==> src/tas_pkg.sv <==
/*
 * tas_pkg: shared constants and types of the trigger arm sequencer.
 * Assumes a 20 MHz instrument clock and a plain register port.
 */
package tas_pkg;
    // register offsets (byte addresses)
    localparam logic [7:0] ADDR_CTRL = 8'h00;
    localparam logic [7:0] ADDR_ARM_COUNT = 8'h04;
    localparam logic [7:0] ADDR_LINK_SEL = 8'h08;
    localparam logic [7:0] ADDR_CMD = 8'h0C;
    localparam logic [7:0] ADDR_STATUS = 8'h10;
    localparam logic [7:0] ADDR_PASS = 8'h14;
    localparam logic [7:0] ADDR_MEAS_CFG = 8'h18;
    localparam logic [7:0] ADDR_MEAS_TIMER = 8'h1C;
    localparam logic [7:0] ADDR_MEAS_DELAY = 8'h20;
    localparam logic [7:0] ADDR_SCAN_CFG = 8'h24;
    localparam logic [7:0] ADDR_SCAN_TIMER = 8'h28;
    localparam logic [7:0] ADDR_SCAN_DELAY = 8'h2C;
    // control register fields
    localparam int CTRL_SRC_LSB = 0;
    localparam int CTRL_BYPASS = 3;
    localparam int CTRL_SINGLE = 4;
    localparam int CTRL_BURST = 5;
    localparam int CTRL_SCANHOLD = 6;
    localparam int CTRL_HALT = 7;
    // command register bits (write-only, self clearing)
    localparam int CMD_BUS_FRONT_TRIGGER_KEY = 0;
    localparam int CMD_PANEL_RST = 1;
    localparam int CMD_BUS_RST = 2;
    localparam int CMD_CLR_IGN = 3;
    // link select fields
    localparam int LSEL_IN_LSB = 0;
    localparam int LSEL_OUT_LSB = 4;
    // interval limits in milliseconds (0.001 s .. 999999.999 s)
    localparam logic [29:0] MS_MIN = 30'h0000_0001;
    localparam logic [29:0] MS_MAX = 30'h3B9A_C9FF;
    // reset values
    localparam logic [16:0] ARM_COUNT_RST = 17'h0_0001;
    // event sources
    typedef enum logic [2:0] {
        TAS_SRC_IMM = 3'b000,
        TAS_SRC_EXT = 3'b001,
        TAS_SRC_KEY = 3'b010,
        TAS_SRC_BUS = 3'b011,
        TAS_SRC_LINK = 3'b100,
        TAS_SRC_HOLD = 3'b101,
        TAS_SRC_TIMER = 3'b110
    } tas_src_t;
    // sequencer layers
    typedef enum logic [1:0] {
        TAS_IDLE = 2'b00,
        TAS_ARM = 2'b01,
        TAS_SCAN = 2'b10
    } tas_state_t;
endpackage

==> src/tas_top.sv <==
/*
 * tas_top: idle state and arm layer of a layered trigger sequencer,
 * plus storage of scan/measure layer options.
 * Assumes scan_done_i comes from logic on clk_i; trigger pins and the
 * front key are asynchronous and are synchronised here.
 */
// Added by the designer: the strobed register port and the placing of the registers.
`timescale 1ns/1ps
`default_nettype none
module tas_top #(
    parameter int LINK_LINES = 6,
    parameter int CNT_W = 17
) (
    // clock and reset
    input wire logic clk_i,
    input wire logic reset_i,
    // register port
    input wire logic [7:0] addr_i,
    input wire logic [31:0] wdata_i,
    input wire logic wr_i,
    input wire logic rd_i,
    output logic [31:0] rdata_o,
    // trigger pins, asynchronous
    input wire logic ext_front_trigger_key_n_i,
    input wire logic front_trigger_key_i,
    input wire logic [LINK_LINES-1:0] link_in_n_i,
    // trigger outputs
    output logic [LINK_LINES-1:0] link_out_o,
    output logic meter_complete_o,
    output logic front_trigger_key_ignored_o,
    // scan layer handoff
    output logic scan_start_o,
    input wire logic scan_done_i,
    // state and lower layer settings
    output logic armed_o,
    output logic [3:0] meas_cfg_o,
    output logic [29:0] meas_timer_o,
    output logic [29:0] meas_delay_o,
    output logic [3:0] scan_cfg_o,
    output logic [29:0] scan_timer_o,
    output logic [29:0] scan_delay_o
);

    localparam int NIN = LINK_LINES + 2;

    // elaboration check: count must hold 99999, link select is 3 bits
    if (CNT_W < 17 || CNT_W > 31 || LINK_LINES < 1 || LINK_LINES > 8)
    begin : g_bad_param
        $error("tas_top: unsupported parameter values");
    end

    ////////////////////////////////////////////////////////////////////
    // input synchronisers and edge detection
    ////////////////////////////////////////////////////////////////////
    logic [NIN-1:0] raw; // bit0 ext, bit1 key, rest link lines
    logic [NIN-1:0] sync1; // first stage, read only by sync2
    logic [NIN-1:0] sync2;
    logic [NIN-1:0] sync3;
    logic [NIN-1:0] filt; // accepted level
    logic [NIN-1:0] chg; // second and third agree on a new level

    assign raw = {link_in_n_i, front_trigger_key_i, ext_front_trigger_key_n_i};
    assign chg = ~(sync2 ^ sync3) & (sync3 ^ filt);

    // three flops; idle level is high for the low-true pins
    always_ff @(posedge clk_i)
    begin
        if (reset_i)
        begin
            sync1 <= {NIN{1'b1}} & ~{{(NIN-2){1'b0}}, 2'b10};
            sync2 <= {NIN{1'b1}} & ~{{(NIN-2){1'b0}}, 2'b10};
            sync3 <= {NIN{1'b1}} & ~{{(NIN-2){1'b0}}, 2'b10};
        end
        else
        begin
            sync1 <= raw;
            sync2 <= sync1;
            sync3 <= sync2;
        end
    end

    // filtered level moves once per accepted change
    always_ff @(posedge clk_i)
    begin
        if (reset_i)
            filt <= {NIN{1'b1}} & ~{{(NIN-2){1'b0}}, 2'b10};
        else
            filt <= filt ^ chg;
    end

    ////////////////////////////////////////////////////////////////////
    // registers
    ////////////////////////////////////////////////////////////////////
    logic [7:0] ctrl; // source, bypass, single, burst, scan hold, halt
    logic [CNT_W-1:0] arm_count; // zero means infinite
    logic [2:0] in_sel;
    logic [2:0] out_sel;
    logic ign_flag; // sticky trigger-ignored
    logic [CNT_W-1:0] passes;
    logic first_pass;
    tas_pkg::tas_src_t src;
    tas_pkg::tas_state_t state;
    logic wr_ctrl;
    logic wr_cmd;
    logic reset_cmd; // panel or bus reset command

    assign src = tas_pkg::tas_src_t'(ctrl[tas_pkg::CTRL_SRC_LSB +: 3]);
    assign wr_ctrl = wr_i && addr_i == tas_pkg::ADDR_CTRL;
    assign wr_cmd = wr_i && addr_i == tas_pkg::ADDR_CMD;
    assign reset_cmd = wr_cmd && (wdata_i[tas_pkg::CMD_PANEL_RST] ||
                                  wdata_i[tas_pkg::CMD_BUS_RST]);

    // clamp an interval to the legal millisecond range
    function automatic logic [29:0] clamp_ms(input logic [31:0] v);
        if (v < {2'b00, tas_pkg::MS_MIN})
            clamp_ms = tas_pkg::MS_MIN;
        else if (v > {2'b00, tas_pkg::MS_MAX})
            clamp_ms = tas_pkg::MS_MAX;
        else
            clamp_ms = v[29:0];
    endfunction

    // events derived from pins and the command register
    logic ext_ev;
    logic key_ev;
    logic link_ev;
    logic bus_ev;
    logic key_used; // key consumed to leave idle
    logic arm_hit;
    logic idle_exit;
    logic pass_last;
    logic halt_clr;

    assign ext_ev = chg[0] & ~sync3[0];
    assign key_ev = chg[1] & sync3[1];
    assign link_ev = chg[2 + 32'(in_sel)] & ~sync3[2 + 32'(in_sel)];
    assign bus_ev = wr_cmd && wdata_i[tas_pkg::CMD_BUS_FRONT_TRIGGER_KEY];

    // the arm event that lets operation pass into the scan layer
    always_comb
    begin
        case (src)
            tas_pkg::TAS_SRC_IMM: arm_hit = 1'b1;
            tas_pkg::TAS_SRC_EXT: arm_hit = ext_ev ||
                (ctrl[tas_pkg::CTRL_BYPASS] && first_pass);
            tas_pkg::TAS_SRC_KEY: arm_hit = key_ev;
            tas_pkg::TAS_SRC_BUS: arm_hit = bus_ev;
            tas_pkg::TAS_SRC_LINK: arm_hit = link_ev ||
                (ctrl[tas_pkg::CTRL_BYPASS] && first_pass);
            default: arm_hit = 1'b0;
        endcase
    end

    // leaving idle: blocked by scan hold, gated by key in halt/single/burst
    assign key_used = state == tas_pkg::TAS_IDLE && key_ev &&
        (ctrl[tas_pkg::CTRL_HALT] || ctrl[tas_pkg::CTRL_SINGLE] ||
         ctrl[tas_pkg::CTRL_BURST]);
    assign idle_exit = state == tas_pkg::TAS_IDLE &&
        !ctrl[tas_pkg::CTRL_SCANHOLD] &&
        (key_used || !(ctrl[tas_pkg::CTRL_HALT] ||
         ctrl[tas_pkg::CTRL_SINGLE] || ctrl[tas_pkg::CTRL_BURST]));
    assign halt_clr = key_used && ctrl[tas_pkg::CTRL_HALT];
    assign pass_last = ctrl[tas_pkg::CTRL_SINGLE] ||
        ctrl[tas_pkg::CTRL_BURST] ||
        (arm_count != '0 && passes + 1'b1 >= arm_count);

    // control register; reset commands restore the immediate source, only a bus reset sets single mode
    always_ff @(posedge clk_i)
    begin
        if (reset_i)
            ctrl <= 8'h00;
        else if (reset_cmd)
        begin
            ctrl <= 8'h00;
            ctrl[tas_pkg::CTRL_SINGLE] <= wdata_i[tas_pkg::CMD_BUS_RST];
        end
        else if (wr_ctrl)
            ctrl <= wdata_i[7:0]; // a written halt wins over the key
        else if (halt_clr)
            ctrl[tas_pkg::CTRL_HALT] <= 1'b0;
    end

    // arm count and link line selection
    always_ff @(posedge clk_i)
    begin
        if (reset_i || reset_cmd)
            arm_count <= CNT_W'(tas_pkg::ARM_COUNT_RST);
        else if (wr_i && addr_i == tas_pkg::ADDR_ARM_COUNT)
            arm_count <= (wdata_i > 32'd99999) ? CNT_W'(99999) :
                wdata_i[CNT_W-1:0];
    end

    always_ff @(posedge clk_i)
    begin
        if (reset_i)
        begin
            in_sel <= 3'h0;
            out_sel <= 3'h0;
        end
        else if (wr_i && addr_i == tas_pkg::ADDR_LINK_SEL)
        begin
            // out-of-range lines fall back to line zero
            in_sel <= (wdata_i[tas_pkg::LSEL_IN_LSB +: 3] < LINK_LINES) ?
                wdata_i[tas_pkg::LSEL_IN_LSB +: 3] : 3'h0;
            out_sel <= (wdata_i[tas_pkg::LSEL_OUT_LSB +: 3] < LINK_LINES) ?
                wdata_i[tas_pkg::LSEL_OUT_LSB +: 3] : 3'h0;
        end
    end

    // lower layer options, only stored and handed on
    always_ff @(posedge clk_i)
    begin
        if (reset_i)
        begin
            meas_cfg_o <= 4'h0;
            scan_cfg_o <= 4'h0;
            meas_timer_o <= tas_pkg::MS_MIN;
            meas_delay_o <= tas_pkg::MS_MIN;
            scan_timer_o <= tas_pkg::MS_MIN;
            scan_delay_o <= tas_pkg::MS_MIN;
        end
        else if (wr_i)
        begin
            case (addr_i)
                tas_pkg::ADDR_MEAS_CFG: meas_cfg_o <= wdata_i[3:0];
                tas_pkg::ADDR_MEAS_TIMER:
                    meas_timer_o <= clamp_ms(wdata_i);
                tas_pkg::ADDR_MEAS_DELAY:
                    meas_delay_o <= clamp_ms(wdata_i);
                tas_pkg::ADDR_SCAN_CFG: scan_cfg_o <= wdata_i[3:0];
                tas_pkg::ADDR_SCAN_TIMER:
                    scan_timer_o <= clamp_ms(wdata_i);
                tas_pkg::ADDR_SCAN_DELAY:
                    scan_delay_o <= clamp_ms(wdata_i);
                default: ;
            endcase
        end
    end

    ////////////////////////////////////////////////////////////////////
    // sequencer
    ////////////////////////////////////////////////////////////////////
    // halt, scan hold and reset commands pull every layer back to idle;
    // a scan in flight is abandoned, its late done is ignored
    always_ff @(posedge clk_i)
    begin
        if (reset_i)
            state <= tas_pkg::TAS_IDLE;
        else if (ctrl[tas_pkg::CTRL_HALT] && !halt_clr ||
                 ctrl[tas_pkg::CTRL_SCANHOLD] || reset_cmd)
            state <= tas_pkg::TAS_IDLE;
        else
        begin
            case (state)
                tas_pkg::TAS_IDLE:
                    if (idle_exit)
                        state <= arm_hit ? tas_pkg::TAS_SCAN :
                            tas_pkg::TAS_ARM;
                tas_pkg::TAS_ARM:
                    if (arm_hit)
                        state <= tas_pkg::TAS_SCAN;
                tas_pkg::TAS_SCAN:
                    if (scan_done_i)
                        state <= pass_last ? tas_pkg::TAS_IDLE :
                            tas_pkg::TAS_ARM;
                default: state <= tas_pkg::TAS_IDLE;
            endcase
        end
    end

    // pass counter and bypass memory
    always_ff @(posedge clk_i)
    begin
        if (reset_i || state == tas_pkg::TAS_IDLE)
        begin
            passes <= '0;
            first_pass <= 1'b1;
        end
        else if (state == tas_pkg::TAS_SCAN && scan_done_i)
        begin
            passes <= passes + 1'b1;
            first_pass <= 1'b0;
        end
    end

    // scan start pulse on every entry into the scan layer
    always_ff @(posedge clk_i)
    begin
        if (reset_i)
            scan_start_o <= 1'b0;
        else
            scan_start_o <= !(ctrl[tas_pkg::CTRL_HALT] && !halt_clr) &&
                !ctrl[tas_pkg::CTRL_SCANHOLD] && !reset_cmd && arm_hit &&
                (idle_exit || state == tas_pkg::TAS_ARM);
    end

    // armed indicator
    always_ff @(posedge clk_i)
    begin
        if (reset_i)
            armed_o <= 1'b0;
        else
            armed_o <= state != tas_pkg::TAS_IDLE;
    end

    // output trigger on each scan return, only in bypass (source) mode
    always_ff @(posedge clk_i)
    begin
        if (reset_i)
        begin
            link_out_o <= '0;
            meter_complete_o <= 1'b0;
        end
        else
        begin
            link_out_o <= '0;
            meter_complete_o <= 1'b0;
            if (state == tas_pkg::TAS_SCAN && scan_done_i &&
                ctrl[tas_pkg::CTRL_BYPASS])
            begin
                if (src == tas_pkg::TAS_SRC_LINK)
                    link_out_o[out_sel] <= 1'b1;
                else
                    meter_complete_o <= 1'b1;
            end
        end
    end

    // ignored trigger: pulse out, sticky flag; a new event beats clear
    logic ign_ev;
    assign ign_ev = src == tas_pkg::TAS_SRC_IMM &&
        (ext_ev || (key_ev && !key_used));

    always_ff @(posedge clk_i)
    begin
        if (reset_i)
        begin
            front_trigger_key_ignored_o <= 1'b0;
            ign_flag <= 1'b0;
        end
        else
        begin
            front_trigger_key_ignored_o <= ign_ev;
            if (ign_ev)
                ign_flag <= 1'b1;
            else if (wr_cmd && wdata_i[tas_pkg::CMD_CLR_IGN])
                ign_flag <= 1'b0;
        end
    end

    ////////////////////////////////////////////////////////////////////
    // read port, data one cycle after the strobe
    ////////////////////////////////////////////////////////////////////
    always_ff @(posedge clk_i)
    begin
        if (reset_i || !rd_i)
            rdata_o <= 32'h0000_0000;
        else
        begin
            case (addr_i)
                tas_pkg::ADDR_CTRL: rdata_o <= {24'h000000, ctrl};
                tas_pkg::ADDR_ARM_COUNT: rdata_o <= 32'(arm_count);
                tas_pkg::ADDR_LINK_SEL:
                    rdata_o <= {25'h0, out_sel, 1'b0, in_sel};
                tas_pkg::ADDR_STATUS:
                    rdata_o <= {27'h0, armed_o, first_pass, ign_flag, state};
                tas_pkg::ADDR_PASS: rdata_o <= 32'(passes);
                tas_pkg::ADDR_MEAS_CFG: rdata_o <= {28'h0, meas_cfg_o};
                tas_pkg::ADDR_MEAS_TIMER: rdata_o <= {2'b00, meas_timer_o};
                tas_pkg::ADDR_MEAS_DELAY: rdata_o <= {2'b00, meas_delay_o};
                tas_pkg::ADDR_SCAN_CFG: rdata_o <= {28'h0, scan_cfg_o};
                tas_pkg::ADDR_SCAN_TIMER: rdata_o <= {2'b00, scan_timer_o};
                tas_pkg::ADDR_SCAN_DELAY: rdata_o <= {2'b00, scan_delay_o};
                default: rdata_o <= 32'h0000_0000;
            endcase
        end
    end
endmodule
`default_nettype wire

==> config.mk <==
export PLATFORM = sky130hd
export DESIGN_NAME = tas_top
export DESIGN_NICKNAME = d
export VERILOG_FILES = /design/src/tas_pkg.sv /design/src/tas_top.sv
export SDC_FILE = /design/constraint.sdc
export NUM_CORES = 1
export LEC_CHECK = 0
export ABC_AREA = 1
export CORE_MARGIN = 2
export CORE_UTILIZATION = 65
export DETAILED_ROUTE_END_ITERATION = 8
export DONT_BUFFER_PORTS = 1
export PLACE_DENSITY = 0.85
export SYNTH_ARGS = -nofsm -noshare
export SYNTH_HDL_FRONTEND = slang
export SYNTH_SLANG_ARGS = --single-unit
==> constraint.sdc <==
create_clock -name clk_i -period 7.18 [get_ports clk_i]
set_input_delay 1.436 -clock clk_i [delete_from_list [all_inputs] [get_ports clk_i]]
set_output_delay 1.436 -clock clk_i [all_outputs]
set_load 0.005 [all_outputs]
### Word-level counts from Yosys, hierarchy flattened

Index checks and enable logic that the tools add are counted.

| word-level totals | value |
|---|---|
| input bits | 53 |
| word-level logic and storage cells | 160 |
| flip-flop bits (word level) | 254 |
| output and inout bits | 170 |

| operators by class | value |
|---|---|
| equal/unequal tests | 20 |
| reductions and logical operators | 65 |
| $lt $le $gt $ge | 9 |
| bitwise operators | 12 |
| muxes and demuxes | 26 |
| add/subtract/negate cells | 2 |

Operators by type and width:

| operator | count |
|---|---|
| $pmux 30 s11 | 1 |
| $mux 30 | 2 |
| $eq 8x5->1 const B | 4 |
| $eq 8x6->1 const B | 4 |
| $gt 32x17->1 const B | 1 |
| $gt 32x30->1 const B | 1 |
| $lt 32x1->1 const B | 1 |
| $logic_and 1x1->1 | 24 |
| $xor 8x8->8 | 3 |
| $add 17x1->17 const B | 1 |
| $ge 17x17->1 | 1 |
| $mux 17 | 1 |
| $reduce_bool 17->1 | 1 |
| $eq 8x4->1 const B | 2 |
| $logic_or 1x1->1 | 15 |
| $reduce_and 2->1 | 6 |
| $mux 5 | 2 |
| $mux 1 | 9 |
| $and 8x8->8 | 1 |
| $eq 8x3->1 const B | 1 |
| $logic_not 8->1 | 1 |
| $mux 2 | 4 |
| $not 8->8 | 1 |
| $reduce_bool 2->1 | 4 |
| 24 further kinds | 43 |

### Logic depth before layout (Yosys ltp)

Gate-level depths: netlist of run 1.

| depth | value |
|---|---|
| word-level depth | 14 |
| depth in mapped cells | 18 |
| gate-level depth less buffers | 18 |

### Least setup slack after synthesis of run 1

OpenSTA, ideal clock, no wires.

| timing path | value |
|---|---|
| kind | input to register |
| from | input addr_i[7] |
| to | register scan_timer_o[8] |
| stages on the path | 10 |
| required time | 7.071 ns |
| path slack | 4.464 ns |
| arrival | 2.606 ns |
| path through | nor2_4 nand3_1 nor2_4 inv_2 nor2_1 buf_2 buf_2 nand3_1 nand2_1 inv_1 |

| between the ends | value |
|---|---|
| word-level cells in the longest chain between the ends | 2 |

Ends and longest elaborated chain:

| item | line | text |
|---|---|---|
| start: declaration | tas_top.sv:18 | `input wire logic [7:0] addr_i,` |
| $eq 8x6->1 | tas_top.sv:224 | `case (addr_i)` |
| $reduce_and 2->1 (no line) | n/a |  |
| end signal: assignment | tas_top.sv:219 | `scan_timer_o <= tas_pkg::MS_MIN;` |
| end signal: assignment | tas_top.sv:232 | `scan_timer_o <= clamp_ms(wdata_i);` |
| end: declaration | tas_top.sv:40 | `output logic [29:0] scan_timer_o,` |

Every way passes these cells.
A chain may end at the register's enable or synchronous reset.

### Worst setup path in the final report of run 1

| timing path | value |
|---|---|
| from | input addr_i[7] |
| to | register scan_timer_o[2] |

Same word-level chain as after synthesis.

==> impl_metrics.json, run 1 <==
{
  "ir_drop_v": 0.000191,
  "switching_power_mw": 0.661,
  "via_per_inst": 6.17,
  "p_leak_nw": 5.26,
  "switching_share_pct": 22.6,
  "final_nets": 1603,
  "clk_latency_ns": 0.53,
  "max_slew_margin_pct": 26.1,
  "p_int_mw": 2.27,
  "area_delta_synth_final_pct": 7.41,
  "worst-path-buf-inv": 3,
  "rsz0062_at_grt": "no",
  "max_stage_delay_ns": 0.88,
  "io_buffers": 0,
  "globalRouteOverflowTotal": 0,
  "endpoint_kind": "flip-flop",
  "cts_tree": "yes",
  "hold_violations": 0,
  "crit_top_cell": "nor2_4",
  "drc": 0,
  "netlist_area_sq_um": 11500,
  "synth_area_per_cell_sq_um": 7.30,
  "synth_cells": 1569,
  "final_cells": 1776,
  "synth_top_flop_cell": "dfxtp_1",
  "grt_max_degree": 109,
  "antenna_found_initial": 1,
  "seq_power_share_pct": 48.6,
  "cp_max_fo": 47,
  "core_area_sq_um": 17200,
  "pwr-share-clk_pct": 46.9,
  "grt_pass1_wl_um": 53000,
  "path_delay_family": "simple AND/OR/NAND/NOR gates",
  "power_density_nw_per_um2": 238,
  "drtIter0Drc": 1646,
  "min_path_type": "reg2reg",
  "htree_levels": 1,
  "async_flop_share_pct": 0,
  "power_mw": 2.93,
  "fmax_ghz": 0.254,
  "setup_violations": 0,
  "tns_ns": 0,
  "synth.distinct_cells": 49,
  "fin_worst_skew_ns": 0.00887,
  "die_y_um": 137,
  "first_pass_iters": 6,
  "crit_required_ns": 7.66,
  "clock_sinks": 252,
  "cts_buffer_depth": 3,
  "ys_seq_elements": 252,
  "routed_wirelength_um": 35600,
  "cp_data_arrival_time_ns": 4.41,
  "drv_slew": 0,
  "setup.worst_path.class": "in2reg",
  "hold_ws_ns": 0.409,
  "comb_power_share_pct": 4.5,
  "post-dp-hpwl_um": 25000,
  "die_w_um": 137,
  "yosys_warnings": 0,
  "ys_seq_area_share_pct": 44.0,
  "start_util_pct": 66.5,
  "ant_nets": 0,
  "vias": 11000,
  "drive_gt1_share_pct": 7.16,
  "status": "complete, no violations",
  "cp_cell_sequence": "nor2_4 -> nand3_1 -> nor2_4 -> inv_2 -> nor2_4 -> inv_1 -> a21oi_1 -> nand2_1 -> inv_1",
  "post_cts_buffers": 0,
  "crit_path_top_delay_cell": "nor2_4",
  "dpl.cell_count": 1729,
  "gp_congestion": 0.998,
  "startpoint_type": "input pin",
  "period_needed_ns": 3.93,
  "tightestPinTransition_ns": 1.11,
  "io_pins": 223,
  "dieArea_sq_um": 18700,
  "grt_pass1_vias": 9672,
  "fp-row-count": 48,
  "cts_buffers": 26,
  "synth_edf_count": 0,
  "holdBufCountCts": 0,
  "grt_usage_pct": 36.6,
  "avgRoutedWirePerCell_um": 20.1,
  "cts_resized": 0,
  "maxCapViolations": 0,
  "clk_pin_slew_ns": 0.06,
  "period_share_pct": 54.8,
  "cts_root_buffer": "clkbuf_16"
}
==> per-layer routing <==
metal | global-route usage (%) | wire length, um | vias up
li1 | - | - | 5062
met1 | 48.3 | 13400 | 5010
met2 | 55.6 | 15700 | 771
met3 | 13.0 | 5200 | 117
met4 | 12.6 | 1390 | 0
met5 | 0 | 0 | -
==> cells in the final DEF, fill, tap and decap left out, types with 3 or more instances in the layout <==
cell	n
nor2_4	9
dfxtp_1	252
a31oi_1	9
o21ai_1	6
nand2_2	8
nand4_1	14
o21ai_0	102
xor2_1	11
o22ai_1	36
o21a_1	6
nor3_1	15
buf_4	5
a211oi_1	11
nand2_1	241
ha_1	18
a22o_1	6
clkbuf_8	6
nand3_1	112
clkbuf_16	27
a41oi_1	7
inv_1	254
a221oi_1	17
a21oi_2	3
clkbuf_1	4
inv_2	11
a21oi_1	174
clkinv_2	6
or2_2	22
nor4_1	12
nor2_1	118
==> worst reg2reg max path, stage by stage, from the launching register on <==
cell and delay [ns]:
dfxtp_1 0.40, ha_1 0.21, nand3_1 0.15, nor3_2 0.31, nand3_1 0.17, nor3_1 0.20, nand2_1 0.12, nor2_1 0.16
xor2_1 0.24, inv_1 0.09, ha_1 0.32, nand2_1 0.08, nor3_1 0.26, nand4_1 0.12, nand4_1 0.11, nand2_1 0.08
nand3_1 0.07, a21oi_1 0.06
==> cell type report <==
class / count / area, sq um
Antenna cell: 1 / 2.50
Clock buffer: 37 / 773
Clock inverter: 9 / 97.6
Fill cell: 1368 / 4930
Inverter: 267 / 1000
Multi-Input combinational cell: 980 / 5060
Sequential cell: 252 / 5040
Tap cell: 225 / 282
Timing Repair Buffer: 5 / 37.5
==> stage by stage <==
| stage | util [%] | setup WS [ns] | cell area, sq um |
|---|---|---|---|
| floorplan | - | 4.46 | 11500 |
| global placement | 66.3 | 3.00 | 11400 |
| detailed placement | 66.3 | 2.88 | 11400 |
| CTS | 71.4 | 3.42 | 12300 |
| global route | 71.4 | 3.10 | 12300 |
| finish | 71.4 | 3.25 | 12300 |
==> final timing paths <==
| path | from | to | slack, ns | cells past startpoint |
|---|---|---|---|---|
| worst min-delay path | sync1[3] | sync2[3] | 0.41 | 1 |
| worst max register to register | passes[0] | state[0] | 3.92 | 17 |
| worst max-delay path | addr_i[7] | scan_timer_o[2] | 3.25 | 9 |
| worst min register to register | sync1[3] | sync2[3] | 0.41 | 1 |
==> kinds of logic (layout without fill, tap and decap cells) <==
logic type               count (synthesis)  in the layout  synth area share, %
AND/OR/NAND/NOR                        563            563                 22.1
AO/OA/AOI/OAI                          386            386                 19.0
flip-flops                             252            252                 44.0
adder cells (fa/ha/maj)                 18             18                 1.97
buffers and inverters                  338            318                 11.9
XOR/XNOR                                11             11                0.841
other                                    1              3               0.0327
==> power groups by stage <==
stage / sequential, mW / clock (mW) / combinational [mW]
2_1_floorplan: 1.45 / 0 / 0.108
3_3_place_gp: 1.45 / 0 / 0.123
3_5_place_dp: 1.45 / 0 / 0.125
4_1_cts: 1.42 / 1.38 / 0.126
5_1_grt: 1.42 / 1.43 / 0.143
6_report: 1.42 / 1.37 / 0.130
==> registers in the layout, summed over array words and instances, names as in the netlist, named ones only <==
name                         cells
meas_delay_o                    30
link_out_o                       6
passes                          17
ctrl                             8
meter_complete_o                 1
scan_delay_o                    30
sync2                            8
first_pass                       1
state                            2
scan_cfg_o                       4
scan_timer_o                    30
ign_flag                         1
sync3                            8
in_sel                           3
arm_count                       17
sync1                            8
out_sel                          3
scan_start_o                     1
rdata_o                         30
front_trigger_key_ignored_o      1
meas_cfg_o                       4
armed_o                          1
meas_timer_o                    30
==> synth_stat cells (2+ instances only) <==
cell type	instances	share of area (%)
a211oi_1	11	0.72
a21oi_1	174	7.6
a21oi_2	3	0.23
a221oi_1	17	1.3
a22o_1	6	0.46
a31oi_1	9	0.49
a41oi_1	7	0.54
buf_1	5	0.16
buf_2	25	1.1
buf_4	6	0.39
buf_6	6	0.59
clkbuf_1	29	0.95
clkinv_1	2	0.066
dfxtp_1	252	44
ha_1	18	2.0
inv_1	254	8.3
inv_2	11	0.36
nand2_1	241	7.9
nand2_2	8	0.44
nand3_1	112	4.9
nand3_2	2	0.17
nand4_1	14	0.76
nor2_1	119	3.9
nor2_2	4	0.22
nor2_4	6	0.59
nor3_1	15	0.66
nor3_2	2	0.17
nor4_1	12	0.66
o211ai_1	2	0.13
o21a_1	6	0.39
o21ai_0	102	4.5
o21ai_1	6	0.26
o22ai_1	36	2.0
or2_2	22	1.2
xor2_1	11	0.84
(Power assumes the default switching activity.)
==> run 2: changes to the inputs <==
--- a/config.mk
+++ b/config.mk
@@ -7,10 +7,10 @@
 export LEC_CHECK = 0
 export ABC_AREA = 1
 export CORE_MARGIN = 2
-export CORE_UTILIZATION = 65
+export CORE_UTILIZATION = 64
 export DETAILED_ROUTE_END_ITERATION = 8
 export DONT_BUFFER_PORTS = 1
-export PLACE_DENSITY = 0.85
+export PLACE_DENSITY = 0.84
 export SYNTH_ARGS = -nofsm -noshare
 export SYNTH_HDL_FRONTEND = slang
 export SYNTH_SLANG_ARGS = --single-unit
==> constraint.sdc (replaced) <==
create_clock -name clk_i -period 3.7 [get_ports clk_i]
set_input_delay 0.74 -clock clk_i [delete_from_list [all_inputs] [get_ports clk_i]]
set_output_delay 0.74 -clock clk_i [all_outputs]
set_load 0.005 [all_outputs]
==> run 2 against run 1 <==
Effect of this change:
- register-to-register slack worse by 3.5 ns
- first-iteration DRC count is 22% lower
- wire length is 1.1% lower
- non-clock buffer count is 7 higher
- final cell count is 0.11% higher
- final area hardly changed
- count of clock-buffer cells in the layout is 1 lower
- critical path depth is 8 higher
- sequential share of layout area hardly changed
- die area is 1.5% higher
- setup slack worse by 2.8 ns
==> impl_metrics.json, run 2 (synthesis gave the netlist of run 1 again) <==
{
  "status": "complete, no violations",
  "fp-row-count": 48,
  "startpoint_type": "flip-flop",
  "final_cells": 1778,
  "rsz0062_at_grt": "no",
  "start_util_pct": 65.8,
  "period_share_pct": 87.4,
  "dpl.cell_count": 1736,
  "final_cell_mix": "inv_1, dfxtp_1, nand2_1",
  "cts_resized": 0,
  "drtIter0Drc": 1276,
  "tightestPinTransition_ns": 0.758,
  "path_delay_family": "simple AND/OR/NAND/NOR gates",
  "gp_congestion": 0.997,
  "cp_data_arrival_time_ns": 3.64,
  "diodes": 0,
  "drv_slew": 0,
  "fin_ws_ns": 0.467,
  "cts_tree": "yes",
  "cts_buffer_depth": 3,
  "cts_root_buffer": "clkbuf_16",
  "setup_violations": 0,
  "antenna_found_initial": 0,
  "max_stage_delay_ns": 0.39,
  "max_slew_margin_pct": 49.3,
  "layout_commonest_cell": "inv_1",
  "power_mw": 5.52,
  "min_path_type": "in2reg",
  "power_density_nw_per_um2": 449,
  "clk_latency_ns": 0.53,
  "die_y_um": 138,
  "drc": 0,
  "cts_buffers": 25,
  "hold_ws_ns": 0.306,
  "core_area_sq_um": 17400,
  "setup.worst_path.class": "reg2reg",
  "tns_ns": 0,
  "final_core_util_pct": 70.6,
  "clock_sinks": 252,
  "routed_wirelength_um": 35200,
  "place_ws_ns": 0.570,
  "io_pins": 223,
  "area_delta_synth_final_pct": 7.38,
  "cp_cell_sequence": "ha_1 -> nand3_1 -> nor3_2 -> nand3_1 -> nor3_1 -> nand2_1 -> nor2_1 -> xor2_1 -> inv_1 -> ha_1 -> nand2_1 -> nor3_1 -> nand4_1 -> nand4_1 -> nand2_1 -> nand3_1 -> a21oi_1",
  "drive_gt1_share_pct": 7.15,
  "clk_pin_slew_ns": 0.06,
  "design_area_sq_um": 12300,
  "ant_nets": 0,
  "worst-path-buf-inv": 1,
  "grt_max_degree": 109,
  "p_leak_nw": 5.26,
  "maxCapViolations": 0,
  "grt_usage_pct": 36.2,
  "globalRouteOverflowTotal": 0,
  "via_per_inst": 6.13,
  "placed_area_sq_um": 11500,
  "crit_required_ns": 4.11,
  "crit_path_top_delay_cell": "dfxtp_1",
  "die_w_um": 138,
  "endpoint_kind": "flip-flop",
  "hold_violations": 0,
  "cp_max_fo": 4,
  "final_nets": 1609,
  "avgRoutedWirePerCell_um": 19.8,
  "holdBufCountCts": 0,
  "ir_drop_v": 0.000483,
  "post_cts_buffers": 0,
  "htree_levels": 1,
  "fmax_ghz": 0.309,
  "fin_worst_skew_ns": 0.0154,
  "post-dp-hpwl_um": 25100,
  "io_buffers": 0,
  "grt_pass1_wl_um": 53100,
  "grt_pass1_vias": 9644,
  "dieArea_sq_um": 19000,
  "first_pass_iters": 6,
  "period_needed_ns": 3.23,
  "vias": 10900
}
run 2: changes by cell type in the layout (fill, tap and decap cells not counted):
cell,before,now
buf_4,5,10
clkinv_2,6,2
clkbuf_1,4,7
buf_12,0,2
clkbuf_16,27,25
clkbuf_8,6,4
diode_2,1,0
inv_6,0,1
run 2: power breakdown:
group | internal [mW] | switching, mW
combinational | 0.0736 | 0.183
sequential | 2.74 | 0.0217
clock | 1.46 | 1.04
run 2: final cells by class:
class | count | area (sq um)
clock buffer | 36 | 707
timing repair buffer | 12 | 115
sequential | 252 | 5040
inverter | 267 | 1000
tap | 225 | 282
clock inverter | 6 | 86.3
fill | 1467 | 5120
multi-input combinational | 980 | 5060
run 2: worst paths after layout:
| path | slack, ns | start | to | depth (start not counted) |
|---|---|---|---|---|
| worst max-delay path | 0.47 | passes[0] | state[0] | 17 |
| worst min-delay path | 0.31 | reset_i | scan_cfg_o[1] | 1 |
| worst max register to register | 0.47 | passes[0] | state[0] | 17 |
| worst min register to register | 0.41 | sync1[5] | sync2[5] | 1 |
run 2: metal layers:
metal  wire length [um]  part of all wire [%]  track usage (%)
met5                  0                     0                0
met1              13700                    39             49.2
met3               4720                    13             11.5
met4               1370                   3.9             11.5
met2              15400                    44             55.0
==> run 3: changes to the inputs <==
--- a/config.mk
+++ b/config.mk
@@ -7,10 +7,10 @@
 export LEC_CHECK = 0
 export ABC_AREA = 1
 export CORE_MARGIN = 2
-export CORE_UTILIZATION = 64
+export CORE_UTILIZATION = 48
 export DETAILED_ROUTE_END_ITERATION = 8
 export DONT_BUFFER_PORTS = 1
-export PLACE_DENSITY = 0.84
+export PLACE_DENSITY = 0.67
 export SYNTH_ARGS = -nofsm -noshare
 export SYNTH_HDL_FRONTEND = slang
 export SYNTH_SLANG_ARGS = --single-unit
==> constraint.sdc (replaced) <==
create_clock -name clk_i -period 3.7 [get_ports clk_i]
set_input_delay 0.37 -clock clk_i [delete_from_list [all_inputs] [get_ports clk_i]]
set_output_delay 0.37 -clock clk_i [all_outputs]
set_load 0.005 [all_outputs]
==> run 3 against run 2 <==
Effect of this change:
- via count increased by 0.73%
- core utilization decreased by 16 points
- maximum frequency increased by 3.8%
- final area rose by 4.5%
- sequential share of layout area fell by 1.8 points
- critical path depth did not move
- sequential power about the same
- first-iteration DRC count is 7.4% higher
- global-route usage is 5.8 points lower
- hold slack worse by 0.28 ns
- highest routed layer unchanged
==> impl_metrics.json, run 3 (synthesis gave the netlist of run 1 again) <==
{
  "ff_latch_area_sq_um": 5040,
  "crit_path_top_delay_cell": "dfxtp_1",
  "r2r_start": "passes[0]",
  "cts_resized": 0,
  "cts_tree": "yes",
  "grt_pass1_vias": 9934,
  "multiInputGateArea_sq_um": 5060,
  "startpoint_type": "flip-flop",
  "grt_usage_pct": 30.4,
  "drc": 0,
  "final_cell_mix": "inv_1, dfxtp_1, nand2_1",
  "final_core_util_pct": 54.7,
  "ir_drop_v": 0.000418,
  "grt_pass1_wl_um": 58100,
  "fillers": 2237,
  "clk_pin_slew_ns": 0.06,
  "cp-startpoint": "passes[0]",
  "htree_levels": 1,
  "cts_buffers": 28,
  "rrSetupSlack_ns": 0.59,
  "p_leak_nw": 5.46,
  "rsz0062_at_grt": "no",
  "min_path_type": "in2reg",
  "fp-row-count": 56,
  "clock_sinks": 252,
  "endpoint_kind": "flip-flop",
  "fmax_ghz": 0.321,
  "maxCapViolations": 0,
  "cp_data_arrival_time_ns": 3.55,
  "power_density_nw_per_um2": 466,
  "cts_buffer_depth": 3,
  "max_stage_delay_ns": 0.39,
  "ant_nets": 0,
  "drv_slew": 0,
  "timing.rr.end": "state[0]",
  "tns_ns": 0,
  "hold_violations": 0,
  "grt_max_degree": 103,
  "setup_violations": 0,
  "cts_root_buffer": "clkbuf_16",
  "drtIter0Drc": 1371,
  "die_w_um": 158,
  "avgRoutedWirePerCell_um": 20.6,
  "whs_path_depth": 2,
  "io_pins": 223,
  "status": "complete, no violations",
  "post-dp-hpwl_um": 27200,
  "post_cts_buffers": 0,
  "die_y_um": 158,
  "period_share_pct": 84.2,
  "vias": 11000,
  "cp_cell_sequence": "ha_1 -> nand3_1 -> nor3_2 -> nand3_1 -> nor3_1 -> nand2_1 -> nor2_1 -> xor2_1 -> inv_1 -> ha_1 -> nand2_1 -> nor3_1 -> nand4_1 -> nand4_1 -> nand2_1 -> nand3_1 -> a21oi_1",
  "reg2reg_depth": 17,
  "crit_required_ns": 4.14,
  "drive_gt1_share_pct": 7.88,
  "tightestPinTransition_ns": 0.942,
  "core_area_sq_um": 23500,
  "power_mw": 5.99,
  "antenna_found_initial": 0,
  "setup.worst_path.class": "reg2reg",
  "fin_worst_skew_ns": 0.0139,
  "io_buffers": 0,
  "via_per_inst": 5.76,
  "first_pass_iters": 8,
  "dieArea_sq_um": 25100,
  "layout_commonest_cell": "inv_1",
  "routed_wirelength_um": 39200,
  "min_from": "wdata_i[9]",
  "period_needed_ns": 3.11,
  "cp_max_fo": 4,
  "diodes": 0,
  "start_util_pct": 48.8,
  "max_slew_margin_pct": 36.9,
  "final_nets": 1637,
  "design_area_sq_um": 12800,
  "globalRouteOverflowTotal": 0,
  "hold_end": "arm_count[9]",
  "area_delta_synth_final_pct": 12.2,
  "placed_area_sq_um": 11600,
  "gp_congestion": 0.941,
  "clk_latency_ns": 0.54
}
## run 3: cell count changes in the layout (fill, tap and decap cells not counted), moves of 2 or more
cell | previous run | this run
clkbuf_1 | 7 | 3
clkbuf_16 | 25 | 29
buf_4 | 10 | 12
dlygate4sd3_1 | 0 | 23
clkinv_2 | 2 | 5
clkbuf_8 | 4 | 7
## run 3: power breakdown
part           internal, mW  switching (mW)  leakage, nW
Clock                  1.77            1.15        0.478
Combinational        0.0915           0.213         2.95
Sequential             2.74          0.0209         2.04
## run 3: per-stage QoR
| step | cells | setup WS, ns | hold slack [ns] |
|---|---|---|---|
| CTS | 1905 | 0.582 | 0.0135 |
| global placement | 1831 | 0.687 | 0.389 |
| global route | 1905 | 0.171 | 0.0307 |
| finish | 1905 | 0.586 | 0.0251 |
| floorplan | 1570 | 1.04 | 0.388 |
| detailed placement | 1831 | 0.582 | 0.393 |
## run 3: what timing repair did
| action | CTS | global route |
|---|---|---|
| endpoints found under the setup margin | 0 | 0 |
| hold endpoints to repair | 116 | 0 |
| hold buffers | 24 | 0 |
## run 3: worst max path at each step
stage	endpoint	slack (ns)	depth (start not counted)
after floorplan	state[0]	1.04	17
after global placement	state[0]	0.69	17
after detailed placement	state[0]	0.58	17
after CTS	state[0]	0.58	17
after global routing	state[0]	0.17	17
final	state[0]	0.59	17
## run 3: routing by layer
metal  up-vias  wire [um]  track usage, %
li1       5142          -               -
met1      5087      15600            40.8
met2       632      17000            45.6
met3       111       5140            9.72
met4         0       1540            11.5
met5         -          0               0
## run 3: area by class of cell
class                           count  share of cell area (%)
Clock inverter                     11                    1.08
Tap cell                          319                    3.11
Multi-Input combinational cell    980                    39.4
Inverter                          267                    7.80
Timing Repair Buffer               37                    2.86
Clock buffer                       39                    6.48
Sequential cell                   252                    39.3
## run 3: worst max-delay path: cells and delay by family (launching register included)
kind,cells,cell delay [ns]
AOI/OAI and AO/OA,1,0.06
and+or+nand+nor,12,1.77
xor gates and xnor gates,1,0.20
adders and majority gates,2,0.52
buffers and inverters,1,0.07
DFF,1,0.39
